File: config.mk
export PLATFORM = sky130hd
export DESIGN_NAME = fault_status_interrupt_flags
export DESIGN_NICKNAME = d
export VERILOG_FILES = /design/src/verilog/fault_flags_pkg.sv /design/src/verilog/sticky_flag_bank.sv /design/src/verilog/button_debounce.sv /design/src/verilog/fault_status_interrupt_flags.sv
export SDC_FILE = /design/constraint.sdc
export NUM_CORES = 1
export LEC_CHECK = 0
export BUFFER_PORTS_ARGS = -buffer_cell sky130_fd_sc_hd__buf_2
export CAP_MARGIN = 0
export CORE_MARGIN = 5
export CORE_UTILIZATION = 56
export CTS_BUF_LIST = sky130_fd_sc_hd__clkbuf_8
export DETAILED_ROUTE_END_ITERATION = 10
export PLACE_DENSITY = 0.87
export SLEW_MARGIN = 20
export SYNTH_ARGS = -nofsm -noshare
export SYNTH_HDL_FRONTEND = slang
export SYNTH_SLANG_ARGS = --single-unit
export TNS_END_PERCENT = 10
File: constraint.sdc
create_clock -name sys_clk -period 2.8 [get_ports sys_clk]
set_input_delay 0.28 -clock sys_clk [delete_from_list [all_inputs] [get_ports sys_clk]]
set_output_delay 0.28 -clock sys_clk [all_outputs]
set_load 0.02 [all_outputs]
File: src/verilog/fault_flags_pkg.sv
// Constants, register map and field layout of the fault and interrupt flag block.
// Assumes one 125 MHz system clock and a byte-wide parallel register port.
// Contract
// RULE_01 - Latch-off flags stay set; write 1 clears only once fault is gone.
// RULE_02 - Thermal shutdown sets latch status bit 4.
// RULE_03 - Overvoltage or short circuit sets per-channel latch bits 3..0.
// RULE_04 - Register 0x0D bits 3..0 show live per-channel power-good.
// RULE_05 - Live button bit 6 reads 1 only after 100 ns held press.
// RULE_06 - Button live bit and button flag work only in on/off switch mode.
// RULE_07 - Interrupt pin goes low while any unmasked interrupt flag is set.
// RULE_08 - Interrupt flags persist; write 1 clears one, all enables low clears all.
// RULE_09 - Power-good fail flags suppressed during initialization and normal shutdown.
// RULE_10 - Overheat above threshold sets interrupt flag bit 5.
// RULE_11 - Input supply below threshold sets interrupt flag bit 4.
// RULE_12 - Power-good failure sets per-channel interrupt flag bits 3..0.
// RULE_13 - Detected button press sets interrupt flag bit 6 until cleared.
// RULE_14 - Host reads 0x0E after interrupt, then writes 1 to clear flags.
// RULE_15 - Mask register 0x0F: 1 lets event drive the pin, 0 default blocks.
// RULE_16 - Overheat threshold code 00 disables the overheat flag.
// RULE_17 - Low-supply threshold code 1111 disables the low-supply flag.
// RULE_18 - Writing 0 or to reserved bits changes nothing; reserved bits read 0.
// RULE_19 - Interrupt pin is open-drain and releases once unmasked flags clear.

package fault_flags_pkg;

  localparam int unsigned CHAN_COUNT = 4;
  localparam int unsigned DATA_W     = 8;
  localparam int unsigned ADDR_W     = 8;

  // ---------------------------------------------------------------------------
  // Register offsets
  // ---------------------------------------------------------------------------
  localparam logic [ADDR_W-1:0] LATCH_OFF_STATUS_OFS       = 8'h0C;
  localparam logic [ADDR_W-1:0] LIVE_STATUS_READBACK_OFS   = 8'h0D;
  localparam logic [ADDR_W-1:0] INTERRUPT_EVENT_STATUS_OFS = 8'h0E;
  localparam logic [ADDR_W-1:0] INTERRUPT_MASK_OFS         = 8'h0F;

  // ---------------------------------------------------------------------------
  // Field positions
  // ---------------------------------------------------------------------------
  localparam int unsigned LATCH_TSD_BIT   = 4;
  localparam int unsigned LATCH_CHAN_LSB  = 0;
  localparam int unsigned LIVE_PG_LSB     = 0;
  localparam int unsigned LIVE_BUTTON_BIT = 6;
  localparam int unsigned INT_BUTTON_BIT  = 6;
  localparam int unsigned INT_TEMP_BIT    = 5;
  localparam int unsigned INT_LVIN_BIT    = 4;
  localparam int unsigned INT_PG_LSB      = 0;
  localparam int unsigned LATCH_FLAG_W    = 5;
  localparam int unsigned INT_FLAG_W      = 7;

  // ---------------------------------------------------------------------------
  // Reset values and codes
  // ---------------------------------------------------------------------------
  localparam logic [DATA_W-1:0]       REG_ZERO         = 8'h00;
  localparam logic [INT_FLAG_W-1:0]   INT_MASK_RESET   = 7'h00;
  localparam logic [1:0]              TEMP_CODE_OFF    = 2'h0;
  localparam logic [3:0]              LVIN_CODE_OFF    = 4'hF;
  localparam logic [CHAN_COUNT-1:0]   ALL_CHAN_OFF     = 4'h0;

  // ---------------------------------------------------------------------------
  // Timing
  // ---------------------------------------------------------------------------
  localparam int unsigned CLK_PERIOD_PS   = 8000;
  localparam int unsigned DEBOUNCE_NS     = 100;
  localparam int unsigned DEBOUNCE_CYCLES =
    (DEBOUNCE_NS * 1000 + CLK_PERIOD_PS - 1) / CLK_PERIOD_PS;

endpackage : fault_flags_pkg

File: src/verilog/sticky_flag_bank.sv
// Bank of sticky flags: hardware set, software clear, set wins over clear.
// Assumes set and clear vectors are synchronous to sys_clk.
`timescale 1ns/1ps
`default_nettype none

module sticky_flag_bank #(
  parameter int unsigned WIDTH = 8
) (
  input  wire logic             sys_clk,
  input  wire logic             srst,
  input  wire logic [WIDTH-1:0] set_bits,
  input  wire logic [WIDTH-1:0] clear_bits,
  output logic      [WIDTH-1:0] flags_reg
);

  if (WIDTH < 1) begin : g_bad_width
    $error("sticky_flag_bank needs WIDTH of at least 1");
  end

  always_ff @(posedge sys_clk) begin
    if (srst) begin
      flags_reg <= '0;
    end else begin
      flags_reg <= (flags_reg & ~clear_bits) | set_bits;
    end
  end

endmodule : sticky_flag_bank

`default_nettype wire

File: src/verilog/button_debounce.sv
// Hold-time debouncer: output rises after the input has stayed high HOLD_CYCLES clocks.
// Assumes the input is already synchronous to sys_clk.
`timescale 1ns/1ps
`default_nettype none

module button_debounce #(
  parameter int unsigned HOLD_CYCLES = 13
) (
  input  wire logic sys_clk,
  input  wire logic srst,
  input  wire logic level_in,
  output logic      stable_reg
);

  localparam int unsigned CNT_W = $clog2(HOLD_CYCLES + 1);

  logic [CNT_W-1:0] hold_cnt_reg;

  if (HOLD_CYCLES < 1) begin : g_bad_hold
    $error("button_debounce needs HOLD_CYCLES of at least 1");
  end

  always_ff @(posedge sys_clk) begin
    if (srst || !level_in) begin
      hold_cnt_reg <= '0;
      stable_reg   <= 1'b0;
    end else if (hold_cnt_reg == CNT_W'(HOLD_CYCLES - 1)) begin
      stable_reg   <= 1'b1;
    end else begin
      hold_cnt_reg <= hold_cnt_reg + CNT_W'(1);
    end
  end

endmodule : button_debounce

`default_nettype wire

File: src/verilog/fault_status_interrupt_flags.sv
// Latch-off status, live status, interrupt status and mask registers with open-drain interrupt.
// Assumes event inputs are synchronous pulses or levels from the analog fault detectors.
`timescale 1ns/1ps
`default_nettype none

module fault_status_interrupt_flags
  import fault_flags_pkg::*;
#(
  parameter int unsigned DEBOUNCE_HOLD = DEBOUNCE_CYCLES
) (
  input  wire logic                  sys_clk,
  input  wire logic                  srst,
  input  wire logic [ADDR_W-1:0]     reg_addr,
  input  wire logic                  reg_wr_en,
  input  wire logic [DATA_W-1:0]     reg_wr_data,
  input  wire logic                  reg_rd_en,
  output logic      [DATA_W-1:0]     reg_rd_data,
  input  wire logic                  thermal_shutdown_event,
  input  wire logic [CHAN_COUNT-1:0] overvoltage_event,
  input  wire logic [CHAN_COUNT-1:0] short_circuit_event,
  input  wire logic                  overheat_event,
  input  wire logic                  low_supply_event,
  input  wire logic [CHAN_COUNT-1:0] chan_power_good,
  input  wire logic                  pg_fail_suppress,
  input  wire logic                  manual_pushbutton_n,
  input  wire logic                  onoff_switch_mode,
  input  wire logic [CHAN_COUNT-1:0] channel_enable_inputs,
  input  wire logic [1:0]            overheat_threshold_code,
  input  wire logic [3:0]            low_supply_threshold_code,
  output logic                       int_n_o,
  output logic                       int_n_oe
);

  if (DEBOUNCE_HOLD < DEBOUNCE_CYCLES) begin : g_bad_debounce
    $error("DEBOUNCE_HOLD is shorter than the debounce interval");
  end

  function automatic logic hit(input logic [ADDR_W-1:0] addr, input logic [ADDR_W-1:0] ofs);
    hit = (addr == ofs);
  endfunction : hit

  // ---------------------------------------------------------------------------
  // Register port decode
  // ---------------------------------------------------------------------------
  logic wr_latch;
  logic wr_int;
  logic wr_mask;

  assign wr_latch = reg_wr_en && hit(reg_addr, LATCH_OFF_STATUS_OFS);
  assign wr_int   = reg_wr_en && hit(reg_addr, INTERRUPT_EVENT_STATUS_OFS);
  assign wr_mask  = reg_wr_en && hit(reg_addr, INTERRUPT_MASK_OFS);

  // ---------------------------------------------------------------------------
  // Latch-off flags
  // ---------------------------------------------------------------------------
  logic [LATCH_FLAG_W-1:0] latch_fault_now;
  logic [LATCH_FLAG_W-1:0] latch_set;
  logic [LATCH_FLAG_W-1:0] latch_clear;
  logic [LATCH_FLAG_W-1:0] latch_flags;

  assign latch_fault_now[LATCH_TSD_BIT] = thermal_shutdown_event;                          // RULE_02

  for (genvar ch = 0; ch < CHAN_COUNT; ch++) begin : g_chan_latch
    assign latch_fault_now[LATCH_CHAN_LSB+ch] = overvoltage_event[ch]
                                              || short_circuit_event[ch];              // RULE_03
  end

  assign latch_set   = latch_fault_now;
  // Write-one clear, refused while the fault still stands
  assign latch_clear = wr_latch ? (reg_wr_data[LATCH_FLAG_W-1:0] & ~latch_fault_now)
                                : '0;                                                    // RULE_01 RULE_18

  sticky_flag_bank #(
    .WIDTH (LATCH_FLAG_W)
  ) u_latch_bank (
    .sys_clk    (sys_clk),
    .srst       (srst),
    .set_bits   (latch_set),
    .clear_bits (latch_clear),
    .flags_reg  (latch_flags)
  );

  // ---------------------------------------------------------------------------
  // Button debounce and live status
  // ---------------------------------------------------------------------------
  logic btn_req;
  logic btn_stable;
  logic button_live_state;
  logic button_live_prev_reg;

  assign btn_req = !manual_pushbutton_n && onoff_switch_mode;                             // RULE_06

  button_debounce #(
    .HOLD_CYCLES (DEBOUNCE_HOLD)
  ) u_button_debounce (
    .sys_clk    (sys_clk),
    .srst       (srst),
    .level_in   (btn_req),
    .stable_reg (btn_stable)
  );

  assign button_live_state = btn_stable && onoff_switch_mode;                             // RULE_05 RULE_06

  always_ff @(posedge sys_clk) begin
    if (srst) begin
      button_live_prev_reg <= 1'b0;
    end else begin
      button_live_prev_reg <= button_live_state;
    end
  end

  // ---------------------------------------------------------------------------
  // Power-good failure detect
  // ---------------------------------------------------------------------------
  logic [CHAN_COUNT-1:0] pg_prev_reg;
  logic [CHAN_COUNT-1:0] pg_fail;

  always_ff @(posedge sys_clk) begin
    if (srst) begin
      pg_prev_reg <= '0;
    end else begin
      pg_prev_reg <= chan_power_good;
    end
  end

  // Falling power-good is a failure unless start-up or shutdown expects it
  assign pg_fail = pg_prev_reg & ~chan_power_good & {CHAN_COUNT{!pg_fail_suppress}};     // RULE_09 RULE_12

  // ---------------------------------------------------------------------------
  // Interrupt flags
  // ---------------------------------------------------------------------------
  logic [INT_FLAG_W-1:0] int_set;
  logic [INT_FLAG_W-1:0] int_clear;
  logic [INT_FLAG_W-1:0] int_flags;
  logic                  all_disabled;

  assign int_set[INT_PG_LSB +: CHAN_COUNT] = pg_fail;                                      // RULE_12
  assign int_set[INT_LVIN_BIT] = low_supply_event
                              && (low_supply_threshold_code != LVIN_CODE_OFF);           // RULE_11 RULE_17
  assign int_set[INT_TEMP_BIT] = overheat_event
                              && (overheat_threshold_code != TEMP_CODE_OFF);             // RULE_10 RULE_16
  assign int_set[INT_BUTTON_BIT] = button_live_state && !button_live_prev_reg;            // RULE_13

  assign all_disabled = (channel_enable_inputs == ALL_CHAN_OFF);
  assign int_clear    = all_disabled ? '1
                      : wr_int ? reg_wr_data[INT_FLAG_W-1:0] : '0;                       // RULE_08 RULE_18

  sticky_flag_bank #(
    .WIDTH (INT_FLAG_W)
  ) u_int_bank (
    .sys_clk    (sys_clk),
    .srst       (srst),
    .set_bits   (int_set),
    .clear_bits (int_clear),
    .flags_reg  (int_flags)
  );

  // ---------------------------------------------------------------------------
  // Interrupt mask and pin
  // ---------------------------------------------------------------------------
  logic [INT_FLAG_W-1:0] int_mask_reg;

  always_ff @(posedge sys_clk) begin
    if (srst) begin
      int_mask_reg <= INT_MASK_RESET;
    end else if (wr_mask) begin
      int_mask_reg <= reg_wr_data[INT_FLAG_W-1:0];                                         // RULE_15
    end
  end

  // Open-drain: only ever drives low
  assign int_n_o  = 1'b0;                                                                  // RULE_19
  assign int_n_oe = |(int_flags & int_mask_reg);                                           // RULE_07 RULE_15 RULE_19

  // ---------------------------------------------------------------------------
  // Read data
  // ---------------------------------------------------------------------------
  logic [DATA_W-1:0] rd_mux;

  always_comb begin
    rd_mux = REG_ZERO;
    if (hit(reg_addr, LATCH_OFF_STATUS_OFS)) begin
      rd_mux[LATCH_FLAG_W-1:0] = latch_flags;
    end else if (hit(reg_addr, LIVE_STATUS_READBACK_OFS)) begin
      rd_mux[LIVE_PG_LSB +: CHAN_COUNT] = chan_power_good;                                 // RULE_04
      rd_mux[LIVE_BUTTON_BIT]           = button_live_state;                               // RULE_05
    end else if (hit(reg_addr, INTERRUPT_EVENT_STATUS_OFS)) begin
      rd_mux[INT_FLAG_W-1:0] = int_flags;
    end else if (hit(reg_addr, INTERRUPT_MASK_OFS)) begin
      rd_mux[INT_FLAG_W-1:0] = int_mask_reg;
    end
  end

  always_ff @(posedge sys_clk) begin
    if (srst) begin
      reg_rd_data <= REG_ZERO;
    end else if (reg_rd_en) begin
      reg_rd_data <= rd_mux;                                                               // RULE_18
    end
  end
endmodule : fault_status_interrupt_flags

`default_nettype wire

==> flow_summary.yaml, run 1 <==
placed_design:
  gp_congestion: 0.8464
  dpl_cell_area_mm2: 0.002068
  hpwl_um: 3253
  portBuffers: 54
drt:
  viasPerCell: 5.951
  first_pass_iters: 4
  post_drt_wl_per_cell_um: 15.98
  wl_um: 4586
  initialDrtViolationCount: 171
  drc: 0
  drtAntennaViolNets: 0
  vias: 1708
hold_path:
  holdPathStages: 3
  hold-path-endpoint: "u_int_bank.flags_reg[4]"
  hold_class: "in2reg"
  hp-start: "low_supply_event"
yosys:
  synth_area_mm2: 0.001829
  synth-seq-cells: 36
  yosysTopAreaCell: "dfxtp_1"
  synth.top_cell.area_share: 0.3940
  ys_seq_area_frac: 0.3940
  synthDistinctLibCells: 40
  yosysWarningCount: 0
  synth_area_leaders: "dfxtp_1 (39%), o41ai_2 (4.4%), a21oi_1 (4.4%), mux4_1 (4.3%), nand3_1 (3.6%)"
  synth.avg_cell_area_um2: 9.381
  syn_inst: 195
sta:
  whs_ns: 0.2075
  max_slew_margin: 0.6016
  clock.fmax_mhz: 609.6
  setup_tns_ns: 0
  fin_skew_ns: 0.008813
  period_needed_ns: 1.641
  worst_pin_slew_ns: 0.5954
  final-hold-violation-count: 0
  rsz0062_at_grt: "false"
  finalMaxSlewViolations: 0
  fin_crit_sh: 0.5859
  setup_viol: 0
layout:
  drive_gt1_frac: 0.3004
  final_util: 0.7177
  syn_to_final_growth_pct: 21.75
  stdcell_area_mm2: 0.002227
  diodes: 0
  final-seq-area_um2: 720.7
  multi_input_area_um2: 969.7
  final_cell_mix: "buf_2 (54), dfxtp_1 (36), a21oi_1 (16), nand3_1 (13)"
  fillerInstances: 265
  final_nets: 292
  layout_commonest_cell: "buf_2"
global_route:
  grt_max_degree: 22
  grt_pass1_vias: 1669
  gr-total-overflow: 0
  grt_pass1_wl_um: 7458
  antenna_found_initial: 0
  grt_usage: 0.2202
flow_run:
  cap_violations: 0
die:
  die_w_um: 67.16
  rows: 20
  io_pins: 58
  die_h_um: 67.16
  core_area_mm2: 0.003103
  die_area_mm2: 0.004510
  start_util: 0.5895
critical_path:
  endpoint_kind: "primary output"
  crit_chain: "a222oi_1, nand3_1, buf_2"
  cp_slowest_cell: "a222oi_1"
  r2r-end: "u_button_debounce.hold_cnt_reg[1]"
  regToRegStartpoint: "u_button_debounce.hold_cnt_reg[0]"
  critPathArrivalTime_ns: 1.36
  worstPathRequired_ns: 2.52
  worst-path-max-fanout: 3
  crit_path_max_incr_delay_ns: 0.42
  cp-start-kind: "flip-flop"
  r2r_cells: 5
  path_class: "reg2out"
  rrSetupSlack_ns: 1.57
cts:
  cts_hold_buf: 0
  post_cts_resized: 0
  clk_latency_ns: 0.29
  cts-root-buf: "clkbuf_8"
  numCtsBuffers: 5
  clockBufferDepth: 2
  ctsHtreeMaxLevel: 2
  cts.sinks: 36
  path_clk_slew_ns: 0.08
  cts_tree: "built"
  post_cts_buffers: 0
power_and_ir_drop:
  total_power_mw: 1.295
  powerDensity_mw_per_mm2: 581.5
  irDropWorstVdd_uv: 462.1
  p_leak_nw: 0.9195
outcome:
  status: "finished clean"
==> layer usage <==
metal,up-vias,share of wire,GRT usage
li1,827,-,-
met1,773,0.39,0.2695
met2,94,0.48,0.3656
met3,14,0.10,0.04825
met4,0,0.025,0.1063
met5,-,0,0
==> synthesized netlist by cell type, drive strengths merged <==
library cell	number
a21oi	16
nor3b	1
nand4	8
buf	9
o2bb2ai	1
a22oi	2
clkbuf	7
mux2i	3
xnor2	1
nor2b	4
inv	12
nand4bb	1
nand3b	5
o41ai	5
ha	2
nand2	12
o21ai	7
or2	1
dfxtp	36
a31oi	2
nor3	2
o211ai	1
nor2	10
and3	2
conb	1
or4	2
nor4bb	1
nand2b	1
a222oi	1
o31ai	7
nand3	13
or3b	1
nor4	8
mux4	4
a32o	6
==> worst max path at each step <==
stage / from / end / slack, ns / cells after the start
finish: u_int_bank.flags_reg[2] / int_n_oe / 1.16 / 3
global route: u_int_bank.flags_reg[2] / int_n_oe / 1.16 / 3
CTS: u_int_bank.flags_reg[2] / int_n_oe / 1.21 / 3
detailed placement: reg_addr[4] / reg_rd_data[5] / 1.15 / 4
global placement: reg_addr[4] / reg_rd_data[5] / 1.14 / 4
floorplan: reg_addr[7] / u_int_bank.flags_reg[5] / 1.52 / 5
==> power by group <==
part | switching, mW | leakage, nW | internal [mW] | total [mW]
clock network | 0.188 | 0.0784 | 0.446 | 0.633
registers | 0.0104 | 0.294 | 0.526 | 0.536
logic | 0.0708 | 0.547 | 0.0547 | 0.125
total | 0.269 | 0.919 | 1.03 | 1.30
==> through the flow <==
| stage | setup WS (ns) | std cells |
|---|---|---|
| after floorplan | 1.523 | 196 |
| after global placement | 1.138 | 279 |
| after detailed placement | 1.147 | 279 |
| after CTS | 1.207 | 287 |
| after global routing | 1.163 | 287 |
| final | 1.159 | 287 |
==> critical path, delay by kind of cell (launching register included) <==
family | cells | cell delay, ns
AO/OA/AOI/OAI | 1 | 0.42
buffers and inverters | 1 | 0.19
flip-flops | 1 | 0.34
AND/OR/NAND/NOR | 1 | 0.13
==> logic make-up (layout without fill, tap and decap cells) <==
logic type               count (synthesis)  count (layout)  share of synthesized area
AND/OR/NAND/NOR                         72              72                     0.2373
AO/OA/AOI/OAI                           48              48                     0.1984
flip-flops                              36              36                     0.3940
buffers and inverters                   28              75                    0.07797
multiplexers                             7               7                    0.07182
adder cells (fa/ha/maj)                  2               2                    0.01368
other                                    1               2                   0.002050
XOR/XNOR                                 1               1                   0.004789
==> final cells by class <==
class                      count  share of cell area
clock inverter                 3             0.04045
tap                           44             0.02472
timing repair buffer          55              0.1247
multi-input combinational    132              0.4354
clock buffer                   5             0.03090
sequential                    36              0.3236
inverter                      12             0.02022
(Power assumes the default switching activity.)
==> run 2: changes to the inputs <==
Settings changed: ABC_AREA set to 1, CORE_UTILIZATION 56 to 52, PLACE_DENSITY 0.87 to 0.81.
Clock period 2.8 ns to 1.7 ns, I/O delays scaled along.
==> flow_summary.yaml, run 2 <==
sta:
  fin_crit_sh: 0.8388
  final-hold-violation-count: 0
  finalMaxSlewViolations: 0
  worst_pin_slew_ns: 0.5559
  rsz0062_at_grt: "false"
  period_needed_ns: 1.426
  clock.fmax_mhz: 701.3
  fin_skew_ns: 0.005471
  setup_viol: 0
  max_slew_margin: 0.6294
  setup_tns_ns: 0
hold_path:
  hp-start: "thermal_shutdown_event"
  hold_class: "in2reg"
  holdPathStages: 3
critical_path:
  path_buf_inv: 2
  cp_slowest_cell: "dfxtp_1"
  r2r_cells: 6
  critical_path.top_delay_family: "flip-flops"
  cp-start-kind: "flip-flop"
  r2r-end: "u_button_debounce.hold_cnt_reg[2]"
  worst-path-max-fanout: 2
  worstPathRequired_ns: 1.53
  cp.depth: 5
  path_class: "reg2out"
  crit_path_max_incr_delay_ns: 0.32
  rrSetupSlack_ns: 0.51
  regToRegStartpoint: "u_button_debounce.hold_cnt_reg[0]"
  critPathArrivalTime_ns: 1.26
  crit_chain: "inv_1, o21ai_0, a221oi_1, nand2_1, buf_2"
  endpoint_kind: "primary output"
  worstSetupEndpoint: "int_n_oe"
  cp-startpoint: "u_int_bank.flags_reg[0]"
global_route:
  grt_max_degree: 29
  grt_usage: 0.1767
  grt_pass1_wl_um: 7010
  grt_pass1_vias: 1676
  antenna_found_initial: 0
  gr-total-overflow: 0
yosys:
  synth_edf_count: 0
  synth.avg_cell_area_um2: 6.973
  syn_inst: 260
  ys_seq_area_frac: 0.3975
  synth_area_mm2: 0.001813
  synth_most_common_cell: "nand2_1"
  synth-seq-cells: 36
  synth_area_leaders: "dfxtp_1 (40%), nand2_1 (14%), a21oi_1 (6.6%), nand3_1 (6.6%), inv_1 (5.8%)"
  synth_mux_area_frac: 0
  yosys.area_share.simple: 0.3533
  yosysTopAreaCell: "dfxtp_1"
  synthXorXnorAreaFrac: 0.004831
  synthDistinctLibCells: 33
  synthAdderAreaFrac: 0.01380
  synth.top_cell.area_share: 0.3975
  synth_common_cells: "nand2_1 (67), dfxtp_1 (36), inv_1 (28)"
  yosysWarningCount: 0
  synth-compound-area-share: 0.1353
  synth_top_family_by_area: "simple AND/OR/NAND/NOR gates"
  ys.flop_type: "dfxtp_1"
  synthArstFlopShare: 0
drt:
  wl_um: 4034
  drtAntennaViolNets: 0
  first_pass_iters: 4
  drc: 0
  initialDrtViolationCount: 56
  viasPerCell: 4.928
  post_drt_wl_per_cell_um: 11.21
  vias: 1774
power_and_ir_drop:
  internal-power_mw: 1.218
  irDropWorstVdd_uv: 589.0
  switchingPower_uw: 407.7
  powerDensity_mw_per_mm2: 748.0
  pwr-share-comb: 0.116
  seqPwrFrac: 0.543
  netSwitchingFraction: 0.2508
  p_leak_nw: 1.032
  pwr-share-clk: 0.341
layout:
  layout_commonest_cell: "nand2_1"
  final-seq-area_um2: 720.7
  drive_gt1_frac: 0.2548
  syn_to_final_growth_pct: 19.88
  stdcell_area_mm2: 0.002173
  final_nets: 364
  diodes: 0
  final_cell_mix: "nand2_1 (67), buf_2 (54), dfxtp_1 (36), inv_1 (29)"
  multi_input_area_um2: 927.1
  fillerInstances: 325
cts:
  cts-root-buf: "clkbuf_8"
  cts_hold_buf: 0
  post_cts_buffers: 0
  post_cts_resized: 0
  path_clk_slew_ns: 0.07
  clockBufferDepth: 2
  cts.sinks: 36
  ctsHtreeMaxLevel: 2
  cts_tree: "built"
  numCtsBuffers: 5
  clk_latency_ns: 0.28
die:
  rows: 21
  io_pins: 58
  start_util: 0.5391
  die_w_um: 69.05
  die_area_mm2: 0.004767
  core_area_mm2: 0.003363
  die_h_um: 69.05
outcome:
  status: "finished clean"
flow_run:
  cap_violations: 0
placed_design:
  dpl_cell_area_mm2: 0.002096
  gp_congestion: 0.8400
  portBuffers: 54
  hpwl_um: 3163
run 2: cell types whose count changed after synthesis, moves of 6 or more:
cell      delta
a21oi_1      +8
a32o_1       -6
clkbuf_1     -6
inv_1       +16
nand2_1     +55
nand3_1     +11
nand4_1      -6
nor2_1      +14
nor4_1       -7
o31ai_1      -7
run 2: layer usage:
metal,part of all wire,wire [um],GRT usage
met1,0.44,1789,0.2052
met2,0.47,1909,0.2966
met3,0.074,299,0.07122
met4,0.0089,36,0.05423
met5,0,0,0
run 2: area by class of cell:
cell class                      instances  area share
Multi-Input combinational cell        185      0.4266
Clock buffer                            5     0.03166
Timing Repair Buffer                   54      0.1244
Sequential cell                        36      0.3316
Inverter                               32     0.05527
Clock inverter                          2    0.004030
Tap cell                               46     0.02648
run 2: cells by family after synthesis:
group / Yosys count
flip-flops: 36
AND/OR/NAND/NOR: 136
AO/OA/AOI/OAI: 44
other: 1
buffers and inverters: 40
adder cells (fa/ha/maj): 2
XOR/XNOR: 1
run 2: worst min path at each step:
stage | endpoint | slack [ns]
final | u_latch_bank.flags_reg[4] | 0.12
after global routing | u_latch_bank.flags_reg[4] | 0.10
after CTS | u_latch_bank.flags_reg[4] | 0.10
after detailed placement | u_latch_bank.flags_reg[4] | 0.40
after global placement | u_latch_bank.flags_reg[4] | 0.38
after floorplan | u_latch_bank.flags_reg[4] | 0.29
run 2: worst reg2reg max path, delay by kind of cell, from the launching register on:
kind	cells	cell delay, ns
DFF	1	0.40
adders and majority gates	1	0.21
buffers and inverters	3	0.20
AOI/OAI and AO/OA	1	0.16
and+or+nand+nor	1	0.12
run 2: stage by stage:
step                power (mW)  hold slack [ns]  instances    util  setup slack (ns)
finish                   1.626           0.1216        360  0.6462            0.2740
floorplan                1.012           0.2874        261       -            0.6266
global placement         1.087           0.3817        353  0.6231            0.3939
CTS                      1.643           0.1009        360  0.6462            0.2734
detailed placement       1.091           0.3994        353  0.6231            0.3702
global route             1.710           0.1036        360  0.6462            0.1740
run 2: power by group through the flow:
stage	clock, mW	sequential [mW]	combinational [mW]
2_1_floorplan	0	0.903	0.108
5_1_grt	0.611	0.886	0.214
6_report	0.554	0.882	0.189
3_3_place_gp	0	0.901	0.187
3_5_place_dp	0	0.901	0.189
4_1_cts	0.570	0.882	0.190
==> run 3: changes to the inputs <==
Settings changed: ABC_AREA 1 to 0, CORE_UTILIZATION 52 to 47, PLACE_DENSITY 0.81 to 0.77.
Clock period 1.7 ns to 1.26 ns, I/O delays scaled along.
==> flow_summary.yaml, run 3 (same netlist as run 1, synthesis figures left out) <==
critical_path:
  r2r-end: "reg_rd_data[2]"
  worst-path-max-fanout: 3
  regToRegStartpoint: "u_latch_bank.flags_reg[2]"
  cp-startpoint: "int_mask_reg[2]"
  endpoint_kind: "primary output"
  r2r_cells: 2
  cp-start-kind: "flip-flop"
  path_class: "reg2out"
  critPathArrivalTime_ns: 1.28
  worstPathRequired_ns: 1.13
  worstSetupEndpoint: "int_n_oe"
  rrSetupSlack_ns: 0.09
layout:
  final_util: 0.6185
  stdcell_area_mm2: 0.002298
  layout_commonest_cell: "buf_2"
  diodes: 0
  drive_gt1_frac: 0.3320
  fillerInstances: 332
  final_nets: 302
  instances_no_fill: 301
  syn_to_final_growth_pct: 25.65
  final_cell_mix: "buf_2 (54), dfxtp_1 (35), a21oi_1 (16), nand3_1 (13)"
global_route:
  antenna_found_initial: 0
  grt_usage: 0.1743
  grt_max_degree: 21
  grt_pass1_vias: 1517
  grt_pass1_wl_um: 7162
  gr-total-overflow: 0
sta:
  fin_skew_ns: 0.002124
  setup_tns_ns: -0.1433
  finalMaxSlewViolations: 0
  fin_crit_sh: 1.114
  setup_viol: 1
  period_needed_ns: 1.403
  clock.fmax_mhz: 712.6
  whs_ns: 0.06400
  final-hold-violation-count: 0
  rsz0062_at_grt: "true"
  fin_ws_ns: -0.1433
drt:
  wl_um: 4448
  post_drt_wl_per_cell_um: 14.78
  drtAntennaViolNets: 0
  viasPerCell: 5.581
  vias: 1680
  first_pass_iters: 4
  drc: 0
  initialDrtViolationCount: 96
power_and_ir_drop:
  pwr-share-comb: 0.122
  seqPwrFrac: 0.476
  powerDensity_mw_per_mm2: 1090
  p_leak_nw: 0.9608
  internal-power_mw: 1.902
  irDropWorstVdd_uv: 570.3
  total_power_mw: 2.504
  pwr-share-clk: 0.402
  netSwitchingFraction: 0.2404
  switchingPower_uw: 602.0
die:
  io_pins: 58
  die_h_um: 72.39
  die_area_mm2: 0.005240
  rows: 22
  die_w_um: 72.39
  core_area_mm2: 0.003716
  start_util: 0.4923
cts:
  ctsHtreeMaxLevel: 2
  clk_latency_ns: 0.29
  clockBufferDepth: 2
  path_clk_slew_ns: 0.07
  cts.sinks: 36
  numCtsBuffers: 5
  cts_tree: "built"
  post_cts_buffers: 0
  cts-root-buf: "clkbuf_8"
placed_design:
  dpl_cell_area_mm2: 0.002186
  hpwl_um: 3367
  place_inst: 293
  pre_cts_ws_ns: -0.02633
  gp_congestion: 0.8212
  portBuffers: 54
flow_run:
  cap_violations: 0
hold_path:
  hold_class: "in2reg"
outcome:
  violations: "setup timing"
  status: "finished, violations left"
[run 3: final cells by class]
type	instances	area, um2	share of cell area
Timing Repair Buffer	65	390.4	0.1698
Sequential cell	36	721.9	0.3141
Tap cell	48	60.06	0.02613
Clock buffer	5	68.82	0.02994
Multi-Input combinational cell	132	969.7	0.4219
Clock inverter	3	42.54	0.01851
Inverter	12	45.04	0.01960
[run 3: critical path, cell delays in order (launching register included)]
cell	delay, ns
dfxtp_1	0.34
a222oi_1	0.35
nand3_1	0.13
buf_2	0.18
[run 3: how the worst min path moves through the flow]
stage / startpoint / endpoint / slack, ns / cells after the start
2_1_floorplan: chan_power_good[0] / pg_prev_reg[0] / 0.25 / 1
3_3_place_gp: thermal_shutdown_event / u_latch_bank.flags_reg[4] / 0.36 / 3
3_5_place_dp: thermal_shutdown_event / u_latch_bank.flags_reg[4] / 0.37 / 3
4_1_cts: thermal_shutdown_event / u_latch_bank.flags_reg[4] / 0.06 / 3
5_1_grt: srst / reg_rd_data[5] / 0.07 / 2
6_report: thermal_shutdown_event / u_latch_bank.flags_reg[4] / 0.06 / 3
[run 3: power by group through the flow]
| stage | clock (mW) | combinational (mW) | sequential, mW |
|---|---|---|---|
| floorplan | 0 | 0.174 | 1.21 |
| global placement | 0 | 0.299 | 1.22 |
| detailed placement | 0 | 0.304 | 1.22 |
| CTS | 1.03 | 0.306 | 1.19 |
| global route | 1.07 | 0.338 | 1.19 |
| finish | 1.01 | 0.307 | 1.19 |
[run 3: what timing repair did]
action,in CTS,in global routing
cloned,0,0
hold buffers,0,0
resized for setup,0,1
pin swaps,0,2
setup endpoints to repair,1,2
[run 3: metal layers]
metal,routed length [um],GRT usage,share of wire,up-vias
met5,0,0,0,-
met4,65,0.05328,0.015,0
met3,334,0.04986,0.075,8
met2,2066,0.2760,0.46,61
met1,1981,0.2300,0.45,761
li1,-,-,-,850
